**src/common/dbx_pkg.sv**
```systemverilog
/*
 * constants, field layouts and carrier types of the debug bus-grant
 * and instruction/memory write register block.
 * assumes a byte-wide debug write stream already decoded from the
 * serial debug port, and a cpu core that owns the program counter.
 */
// Functional notes
// RQ1 - bus grant control is write-only at 17h and resets to zero; bits 5:0 reserved.
// RQ2 - with grant enable clear, bus requests are ignored and never granted.
// RQ3 - with grant enable set, requests are granted once the debug operation ends.
// RQ4 - writing one to force grant asserts the bus grant output.
// RQ5 - writing zero to force grant deasserts the grant, buses return to debug.
// RQ6 - writing store register zero makes the cpu execute exactly one instruction.
// RQ7 - cpu fetches store byte zero first, then bytes one to four as needed.
// RQ8 - the master loads only the bytes the instruction needs.
// RQ9 - the master never runs six-byte instructions through the store registers.
// RQ10 - store bytes four..zero sit at ascending addresses; byte zero last starts execution.
// RQ11 - memory port bytes go to {upper base, pc[15:0]} or pc[23:0] in wide mode.
// RQ12 - the program counter increments after every byte stored through the port.
// RQ13 - memory port accesses do not advance the debug register address.
// RQ14 - the master addresses the memory port once, then streams any number of bytes.
// RQ15 - the master writes bus grant control only while the cpu is halted in debug.
`default_nettype none

package dbx_pkg;

    // ****************************************************************
    // register addresses in the debug write space
    // ****************************************************************
    localparam logic [7:0] DBX_ADDR_BUS_CTL = 8'h17;
    localparam logic [7:0] DBX_ADDR_IS4 = 8'h21;
    localparam logic [7:0] DBX_ADDR_IS3 = 8'h22;
    localparam logic [7:0] DBX_ADDR_IS2 = 8'h23;
    localparam logic [7:0] DBX_ADDR_IS1 = 8'h24;
    localparam logic [7:0] DBX_ADDR_IS0 = 8'h25;
    localparam logic [7:0] DBX_ADDR_MEM_WR = 8'h30;

    // ****************************************************************
    // bus grant control fields and reset value
    // ****************************************************************
    localparam int DBX_BIT_GRANT_EN = 7;
    localparam int DBX_BIT_GRANT_FORCE = 6;
    localparam logic [7:0] DBX_BUS_CTL_RESET = 8'h00;
    localparam logic [7:0] DBX_BUS_CTL_MASK = 8'hc0;

    // ****************************************************************
    // counts of synchroniser stages and buffer entries
    // ****************************************************************
    localparam int DBX_SYNC_STAGES = 3;
    localparam int DBX_BUF_DEPTH = 2;

    // ****************************************************************
    // carrier types
    // ****************************************************************
    typedef struct packed {
        logic [7:0] addr;
        logic [7:0] data;
    } dbx_wr_type;

    // byte0 is the opcode the cpu fetches first
    typedef struct packed {
        logic [7:0] byte4;
        logic [7:0] byte3;
        logic [7:0] byte2;
        logic [7:0] byte1;
        logic [7:0] byte0;
    } dbx_instr_type;

    typedef enum logic [2:0] {
        DBX_ST_IDLE,
        DBX_ST_MEM,
        DBX_ST_SETTLE,
        DBX_ST_EXEC_REQ,
        DBX_ST_EXEC_RUN
    } dbx_state_type;

endpackage : dbx_pkg

`default_nettype wire

```
**src/verilog/dbx_pair_buffer.sv**
```systemverilog
/*
 * small valid/ready buffer holding decoded debug writes.
 * assumes one clock and the released active-low reset copy.
 */
`timescale 1ns/1ns
`default_nettype none

module dbx_pair_buffer #(
    parameter int WIDTH = 16,
    parameter int DEPTH = 2
) (
    input wire logic i_clk, // core clock
    input wire logic i_rst_n, // released reset, active low
    input wire logic i_in_valid, // fill side word offered
    output logic o_in_ready, // fill side has room
    input wire logic [WIDTH-1:0] i_in_data, // fill side word
    output logic o_out_valid, // drain side word present
    input wire logic i_out_ready, // drain side takes the word
    output logic [WIDTH-1:0] o_out_data // oldest word
);

    localparam int PW = (DEPTH > 1) ? $clog2(DEPTH) : 1;

    logic [WIDTH-1:0] slot_q [0:DEPTH-1];
    logic [PW-1:0] wr_q;
    logic [PW-1:0] rd_q;
    logic [PW:0] count_q;
    logic push;
    logic pop;

    // ****************************************************************
    // handshakes
    // ****************************************************************
    assign o_in_ready = (count_q != DEPTH[PW:0]);
    assign o_out_valid = (count_q != '0);
    assign push = i_in_valid && o_in_ready;
    assign pop = o_out_valid && i_out_ready;
    assign o_out_data = slot_q[rd_q];

    // storage never resets, occupancy guards it
    always_ff @(posedge i_clk) begin
        if (push) begin
            slot_q[wr_q] <= i_in_data;
        end
    end

    // pointers wrap at depth, which need not be a power of two
    always_ff @(posedge i_clk or negedge i_rst_n) begin
        if (!i_rst_n) begin
            wr_q <= '0;
            rd_q <= '0;
            count_q <= '0;
        end else begin
            if (push) begin
                wr_q <= (wr_q == PW'(DEPTH - 1)) ? '0 : wr_q + 1'b1;
            end
            if (pop) begin
                rd_q <= (rd_q == PW'(DEPTH - 1)) ? '0 : rd_q + 1'b1;
            end
            count_q <= count_q + {{PW{1'b0}}, push} - {{PW{1'b0}}, pop};
        end
    end

endmodule : dbx_pair_buffer

`default_nettype wire

```
**src/verilog/dbx_debug_write_regs.sv**
```systemverilog
/*
 * write-only debug registers: bus grant control, instruction store
 * with execute, and the streaming memory write port.
 * assumes a debug write link sampled on its own clock pin, a cpu that
 * owns pc/upper base/wide mode and pulses done after one instruction.
 */
`timescale 1ns/1ns
`default_nettype none

module dbx_debug_write_regs (
    input wire logic i_clk, // core clock, 250 mhz
    input wire logic i_resetn, // asynchronous reset, active low
    input wire logic i_link_clk, // debug link clock pin
    input wire logic i_link_addr_valid, // link carries a register address
    input wire logic i_link_data_valid, // link carries a data byte
    input wire logic [7:0] i_link_byte, // link address or data byte
    output logic o_link_ready, // buffer has room for the next byte
    input wire logic i_ext_bus_request, // external bus request pin
    output logic o_ext_bus_grant, // external bus grant pin
    input wire logic [23:0] i_cpu_pc, // cpu program counter
    input wire logic [7:0] i_upper_address_base, // cpu upper address base
    input wire logic i_wide_address_mode, // cpu wide-address mode
    output logic o_pc_increment, // one-cycle pulse: cpu bumps pc
    output logic o_mem_wr_valid, // memory write request
    input wire logic i_mem_wr_ready, // memory accepts the write
    output logic [23:0] o_mem_addr, // memory write address
    output logic [7:0] o_mem_data, // memory write data
    output logic o_exec_valid, // instruction offered to cpu
    input wire logic i_exec_ready, // cpu leaves break and takes it
    input wire logic i_exec_done, // one-cycle pulse: instruction ended
    output dbx_pkg::dbx_instr_type o_exec_instr // instruction bytes
);
    import dbx_pkg::*;

    // ****************************************************************
    // reset release
    // ****************************************************************
    logic [1:0] rst_sync_q;
    logic rst_n;

    // two flops so every block leaves reset on the same edge
    always_ff @(posedge i_clk or negedge i_resetn) begin
        if (!i_resetn) begin
            rst_sync_q <= 2'h0;
        end else begin
            rst_sync_q <= {rst_sync_q[0], 1'b1};
        end
    end
    assign rst_n = rst_sync_q[1];

    // ****************************************************************
    // pin synchronisers
    // ****************************************************************
    logic [DBX_SYNC_STAGES-1:0] clk_s_q;
    logic [DBX_SYNC_STAGES-1:0] req_s_q;
    logic [DBX_SYNC_STAGES-1:0] av_s_q;
    logic [DBX_SYNC_STAGES-1:0] dv_s_q;
    logic [7:0] byte_s_q [0:DBX_SYNC_STAGES-1];
    logic link_lvl_q;
    logic req_lvl_q;
    logic link_rise;

    // only stage two and three are compared; stage one feeds stage two alone
    always_ff @(posedge i_clk or negedge rst_n) begin
        if (!rst_n) begin
            clk_s_q <= '0;
            req_s_q <= '0;
            av_s_q <= '0;
            dv_s_q <= '0;
            for (int i = 0; i < DBX_SYNC_STAGES; i++) begin
                byte_s_q[i] <= 8'h00;
            end
        end else begin
            clk_s_q <= {clk_s_q[1:0], i_link_clk};
            req_s_q <= {req_s_q[1:0], i_ext_bus_request};
            av_s_q <= {av_s_q[1:0], i_link_addr_valid};
            dv_s_q <= {dv_s_q[1:0], i_link_data_valid};
            byte_s_q[0] <= i_link_byte;
            for (int i = 1; i < DBX_SYNC_STAGES; i++) begin
                byte_s_q[i] <= byte_s_q[i-1];
            end
        end
    end

    // filtered levels change only once stage two and three agree
    always_ff @(posedge i_clk or negedge rst_n) begin
        if (!rst_n) begin
            link_lvl_q <= 1'b0;
            req_lvl_q <= 1'b0;
        end else begin
            if (clk_s_q[1] == clk_s_q[2]) begin
                link_lvl_q <= clk_s_q[2];
            end
            if (req_s_q[1] == req_s_q[2]) begin
                req_lvl_q <= req_s_q[2];
            end
        end
    end
    assign link_rise = (clk_s_q[1] == clk_s_q[2]) && clk_s_q[2] && !link_lvl_q;

    // ****************************************************************
    // link address tracking
    // ****************************************************************
    logic [7:0] reg_addr_q;
    logic data_take;
    dbx_wr_type push_word;

    assign data_take = link_rise && !av_s_q[2] && dv_s_q[2];
    assign push_word = '{addr: reg_addr_q, data: byte_s_q[2]};

    // a byte the buffer cannot hold is dropped; the master must watch ready
    always_ff @(posedge i_clk or negedge rst_n) begin
        if (!rst_n) begin
            reg_addr_q <= 8'h00;
        end else if (link_rise && av_s_q[2]) begin
            reg_addr_q <= byte_s_q[2];
        end else if (data_take && reg_addr_q != DBX_ADDR_MEM_WR) begin // [RQ13]
            reg_addr_q <= reg_addr_q + 8'h01; // [RQ10]
        end
    end

    // ****************************************************************
    // write buffer between link and executor
    // ****************************************************************
    logic buf_valid;
    logic buf_take;
    dbx_wr_type buf_word;
    dbx_state_type state_q;

    dbx_pair_buffer #(
        .WIDTH($bits(dbx_wr_type)),
        .DEPTH(DBX_BUF_DEPTH)
    ) u_buffer (
        .i_clk(i_clk),
        .i_rst_n(rst_n),
        .i_in_valid(data_take),
        .o_in_ready(o_link_ready),
        .i_in_data(push_word),
        .o_out_valid(buf_valid),
        .i_out_ready(state_q == DBX_ST_IDLE),
        .o_out_data(buf_word)
    );
    assign buf_take = buf_valid && (state_q == DBX_ST_IDLE);

    // ****************************************************************
    // bus grant control
    // ****************************************************************
    logic [7:0] bus_ctl_q;
    logic grant_q;
    logic grant_en;
    logic grant_force;

    // reserved bits are never stored, so they stay zero
    always_ff @(posedge i_clk or negedge rst_n) begin
        if (!rst_n) begin
            bus_ctl_q <= DBX_BUS_CTL_RESET; // [RQ1]
        end else if (buf_take && buf_word.addr == DBX_ADDR_BUS_CTL) begin
            bus_ctl_q <= buf_word.data & DBX_BUS_CTL_MASK; // [RQ1]
        end
    end
    assign grant_en = bus_ctl_q[DBX_BIT_GRANT_EN];
    assign grant_force = bus_ctl_q[DBX_BIT_GRANT_FORCE];

    // a granted request holds the bus; a new request grant waits for an idle executor, a forced grant does not
    always_ff @(posedge i_clk or negedge rst_n) begin
        if (!rst_n) begin
            grant_q <= 1'b0;
        end else begin
            grant_q <= grant_force // [RQ4] [RQ5]
                || (grant_en && req_lvl_q // [RQ2]
                    && (grant_q || state_q == DBX_ST_IDLE)); // [RQ3]
        end
    end
    assign o_ext_bus_grant = grant_q;

    // ****************************************************************
    // instruction store and memory write executor
    // ****************************************************************
    dbx_instr_type instr_q;
    logic [23:0] mem_addr_q;
    logic [7:0] mem_data_q;
    logic pc_inc_q;
    logic mem_fire;

    // memory writes hold off while the bus belongs to an outside master
    assign mem_fire = (state_q == DBX_ST_MEM) && !grant_q && i_mem_wr_ready;

    // store bytes; byte zero lands last and launches execution
    always_ff @(posedge i_clk or negedge rst_n) begin
        if (!rst_n) begin
            instr_q <= '0;
        end else if (buf_take) begin
            if (buf_word.addr == DBX_ADDR_IS4) begin
                instr_q.byte4 <= buf_word.data;
            end else if (buf_word.addr == DBX_ADDR_IS3) begin
                instr_q.byte3 <= buf_word.data;
            end else if (buf_word.addr == DBX_ADDR_IS2) begin
                instr_q.byte2 <= buf_word.data;
            end else if (buf_word.addr == DBX_ADDR_IS1) begin
                instr_q.byte1 <= buf_word.data;
            end else if (buf_word.addr == DBX_ADDR_IS0) begin
                instr_q.byte0 <= buf_word.data; // [RQ7]
            end
        end
    end

    // address is frozen when the byte is taken, so a pc bump cannot race it
    always_ff @(posedge i_clk or negedge rst_n) begin
        if (!rst_n) begin
            mem_addr_q <= 24'h000000;
            mem_data_q <= 8'h00;
        end else if (buf_take && buf_word.addr == DBX_ADDR_MEM_WR) begin
            mem_data_q <= buf_word.data;
            mem_addr_q <= i_wide_address_mode ? i_cpu_pc // [RQ11]
                : {i_upper_address_base, i_cpu_pc[15:0]}; // [RQ11]
        end
    end

    // one pc step per stored byte
    always_ff @(posedge i_clk or negedge rst_n) begin
        if (!rst_n) begin
            pc_inc_q <= 1'b0;
        end else begin
            pc_inc_q <= mem_fire; // [RQ12]
        end
    end

    // settle lets the cpu show the new pc before the next byte is taken
    always_ff @(posedge i_clk or negedge rst_n) begin
        if (!rst_n) begin
            state_q <= DBX_ST_IDLE;
        end else begin
            case (state_q)
                DBX_ST_IDLE: begin
                    if (buf_take && buf_word.addr == DBX_ADDR_MEM_WR) begin
                        state_q <= DBX_ST_MEM;
                    end else if (buf_take && buf_word.addr == DBX_ADDR_IS0) begin
                        state_q <= DBX_ST_EXEC_REQ; // [RQ6]
                    end
                end
                DBX_ST_MEM: begin
                    if (mem_fire) begin
                        state_q <= DBX_ST_SETTLE;
                    end
                end
                DBX_ST_SETTLE: begin
                    state_q <= DBX_ST_IDLE;
                end
                DBX_ST_EXEC_REQ: begin
                    if (i_exec_ready) begin
                        state_q <= DBX_ST_EXEC_RUN;
                    end
                end
                DBX_ST_EXEC_RUN: begin
                    if (i_exec_done) begin
                        state_q <= DBX_ST_IDLE;
                    end
                end
                default: begin
                    state_q <= DBX_ST_IDLE;
                end
            endcase
        end
    end

    // outputs
    assign o_mem_wr_valid = (state_q == DBX_ST_MEM) && !grant_q;
    assign o_mem_addr = mem_addr_q;
    assign o_mem_data = mem_data_q;
    assign o_pc_increment = pc_inc_q;
    assign o_exec_valid = (state_q == DBX_ST_EXEC_REQ); // [RQ6]
    assign o_exec_instr = instr_q;
endmodule : dbx_debug_write_regs

`default_nettype wire

```
**config.mk**
```make
export PLATFORM = sky130hd
export DESIGN_NAME = dbx_debug_write_regs
export DESIGN_NICKNAME = d
export VERILOG_FILES = /design/src/common/dbx_pkg.sv /design/src/verilog/dbx_pair_buffer.sv /design/src/verilog/dbx_debug_write_regs.sv
export SDC_FILE = /design/constraint.sdc
export NUM_CORES = 1
export LEC_CHECK = 0
export BUFFER_PORTS_ARGS = -buffer_cell sky130_fd_sc_hd__buf_2
export CAP_MARGIN = 20
export CORE_ASPECT_RATIO = 1.1
export CORE_MARGIN = 2
export CORE_UTILIZATION = 45
export CTS_CLUSTER_SIZE = 14
export DETAILED_ROUTE_END_ITERATION = 12
export GPL_ROUTABILITY_DRIVEN = 0
export PLACE_DENSITY_LB_ADDON = 0.1
export SYNTH_ARGS = -nofsm -noshare
export SYNTH_HDL_FRONTEND = slang
export SYNTH_SLANG_ARGS = --single-unit
```
**constraint.sdc**
```tcl
create_clock -name i_clk -period 3.7 [get_ports i_clk]
set_input_delay 0.74 -clock i_clk [delete_from_list [all_inputs] [get_ports i_clk]]
set_output_delay 0.74 -clock i_clk [all_outputs]
set_load 0.05 [all_outputs]
```
==> metrics <==
flip-flop and latch area between 0.004 and 0.005 mm2; Crit. Startpoint u_buffer.rd_q$_DFFE_PN0P_; initial core utilization 0.455; die width approximately 120 um; Mean Syn Cell Area 16.3 um2; period utilisation layout 0.694; number of buffers added on ports roughly 130; grt ovf 0; DRT iter0 DRCs approximately 170; count of cell types in the netlist between 50 and 60; EDFF count, synth 32; vias in the first global route around 3500; GR Util All Layers 0.165; met2 Use GR 0.255; wire per inst ~16 um; sw frac 0.347; fin. max-slew vios 0; final hold violation count 0; Yosys warning total 0; met1 Use GR 0.218; final setup violation count 0; Routed WL 11.4 mm; critical path capture point type flip-flop; part of the power in registers 0.412; terminus of the critical flop-to-flop path o_mem_addr[13]$_DFFE_PN0P_; DR vias/cell about 5.0; Switch Pwr ~0.002 W; Slew @ Worst Pin 0.865 ns; filler cell count in the final layout between 1000 and 1500; num ports ~130; worst flop-to-flop path startpoint u_buffer.rd_q$_DFFE_PN0P_; dpl hpwl 7.86 mm; largest net degree at the start of global routing 83; root buffer cell clkbuf_16; highest clock rate about 0.39 GHz; Worst path slowest cell dfrtp_1; CTS Buf Count 17; Crit Path Category flip-flop to flip-flop; Critical Path, Cell by Cell nor3b_1 -> o221ai_2 -> nor3_4 -> buf_4 -> mux2_2; core area between 0.01 and 0.015 mm2; Max Cap Viol 0; Core Rows 45; synthesized area roughly 0.0062 mm2; Worst-Skew Late Latency between 0.4 and 0.5 ns; crit path time final about 2.6 ns; grt peak-use layer met2; DRC errors left 0; DIE AREA 0.0148 mm2; Clock Skew between 0.007 and 0.008 ns; Detailed Routing Iterations Pass 1 4; Chip Height 127 um; Comb pwr share 0.270; area of the multi-input gates ~0.0019 mm2; Hold Buf Count CTS 0; H-tree Lvls 4; Clock Path Buffers 2; Crit path largest cell delay 0.91 ns; Reg2Reg Setup Slack 1.13 ns; Setup crit end o_mem_addr[13]$_DFFE_PN0P_; Util after Layout 0.565; run status finished clean; met3 Use GR 0.0508; Critical Path RT 4.00 ns; Slew headroom 0.423; Primary FF master, synth dfrtp_1; Num Clock Sinks 163; CP startpoint kind flip-flop; share of layout cells above drive strength 1 0.494; antenna-violating nets left 0; Reg2Reg Depth 5; power consumption approximately 0.0059 W; register area share after synthesis 0.681; initial antenna violation count 0; Via Count ~3600; WP data arrival ~2.9 ns; Gate Count Post-Synth approximately 380; RSZ-0062 raised after global routing false; Async S/R FF share, synth 0.804; fin nets 576; Post-CTS Setup Repair Bufs 0; post-CTS resize count 0; leakage 3.76 nW; Area Overhead vs Synth 24.2%; Crit Path Max Fanout 33; ANT cells 0; Pint around 0.0038 W; CTS tree done; Pwr Density between 700 and 800 mW/mm2; maximum vdd drop about 0.00035 V; synthesized flop and latch total between 150 and 200; HP Class primary input to async pin; Clk pin slew, worst setup/hold paths about 0.060 ns; Net Count, Synth between 400 and 500; Clk pwr share 0.317; first-pass GRT wire length approximately 18 mm; setup TNS 0 ns
[registers in the layout (all words and copies together), names as in the netlist, 2 cells and up]
signal / cells
o_mem_data: 8
av_s_q: 3
byte_s_q: 24
reg_addr_q: 8
state_q: 3
rst_sync_q: 2
o_mem_addr: 24
u_buffer.count_q: 2
clk_s_q: 3
req_s_q: 3
dv_s_q: 3
u_buffer.slot_q: 32
o_exec_instr: 40
bus_ctl_q: 2
[cell type report]
type                            count  area share
Sequential cell                   163       0.548
Multi-Input combinational cell    200       0.243
Timing Repair Buffer              130      0.0896
Clock buffer                       22      0.0655
Tap cell                          188      0.0304
Clock inverter                     10      0.0184
Inverter                            9     0.00437
[cell usage after synthesis, drive strengths merged, types with 3 or more instances]
master / count / area [um2]
nor2: 17 / 76.3
nand2b: 3 / 18.8
nand4: 3 / 18.8
nor3b: 3 / 22.5
xor2: 4 / 35.0
and2: 3 / 18.8
edfxtp: 32 / 961
o22ai: 3 / 25.0
nor4b: 5 / 65.1
nor3: 10 / 83.8
mux2: 91 / 1050
dfrtp: 131 / 3280
xnor2: 7 / 61.3
a21oi: 11 / 55.1
and3b: 3 / 27.5
buf: 8 / 76.3
inv: 9 / 33.8
ha: 5 / 62.6
[routing by layer]
layer | vias up | share of wire
met2 | 102 | 0.48
met1 | 1806 | 0.46
met3 | 15 | 0.045
met4 | 0 | 0.018
li1 | 1666 | -
met5 | - | 0
[layout by cell type (no fill, tap or decap), types with 4 or more instances in the layout]
cell and instances:
buf_2 126, mux2_4 8, edfxtp_1 32, mux2_2 80
a21oi_1 11, xnor2_1 7, dfrtp_1 130, clkbuf_16 19
ha_1 5, nor2_1 14, nor3_1 7, xor2_1 4
inv_1 9
[critical path: cells and delay by family, from the launching register on]
kind / cells / cell delay (ns)
buffers and inverters: 1 / 0.40
and+or+nand+nor: 2 / 0.53
AOI/OAI and AO/OA: 1 / 0.18
muxes: 1 / 0.40
DFF: 1 / 0.91
[per-stage QoR]
| step | area [um2] | cells | worst slack, ns | hold slack (ns) |
|---|---|---|---|---|
| 6_report | 7740 | 722 | 1.13 | 0.0930 |
| 3_5_place_dp | 7060 | 689 | 1.10 | 0.335 |
| 2_1_floorplan | 6230 | 381 | 0.958 | 0.331 |
| 4_1_cts | 7710 | 721 | 1.10 | 0.0765 |
| 5_1_grt | 7740 | 722 | 0.965 | 0.0666 |
| 3_3_place_gp | 7060 | 689 | 1.20 | 0.332 |
[power groups by stage]
| stage | Combinational [W] | Sequential, W | Clock [W] |
|---|---|---|---|
| global route | 0.00170 | 0.00247 | 0.00200 |
| floorplan | 0.000622 | 0.00303 | 0 |
| global placement | 0.00156 | 0.00246 | 0 |
| detailed placement | 0.00159 | 0.00247 | 0 |
| finish | 0.00159 | 0.00243 | 0.00187 |
| CTS | 0.00159 | 0.00244 | 0.00190 |
[logic make-up (layout without fill, tap and decap cells)]
| logic type | after synthesis | after routing | share of synthesized area |
|---|---|---|---|
| and+or+nand+nor | 64 | 64 | 0.0729 |
| muxes | 92 | 92 | 0.171 |
| other | 1 | 1 | 0.000602 |
| buffers and inverters | 18 | 171 | 0.0183 |
| AOI/OAI and AO/OA | 26 | 26 | 0.0295 |
| DFF | 163 | 163 | 0.681 |
| xor gates and xnor gates | 11 | 11 | 0.0155 |
| adders and majority gates | 6 | 6 | 0.0117 |
[worst min-delay path by stage]
stage	slack [ns]	cells past startpoint	to
3_5_place_dp	0.33	0	av_s_q[1]$_DFF_PN0_
2_1_floorplan	0.33	0	rst_sync_q[1]$_DFF_PN0_
6_report	0.09	1	rst_sync_q[1]$_DFF_PN0_
4_1_cts	0.08	1	rst_sync_q[1]$_DFF_PN0_
3_3_place_gp	0.33	0	byte_s_q[1]$_DFF_PN0_
5_1_grt	0.07	1	rst_sync_q[1]$_DFF_PN0_
Power figures use the tool's default switching activity.
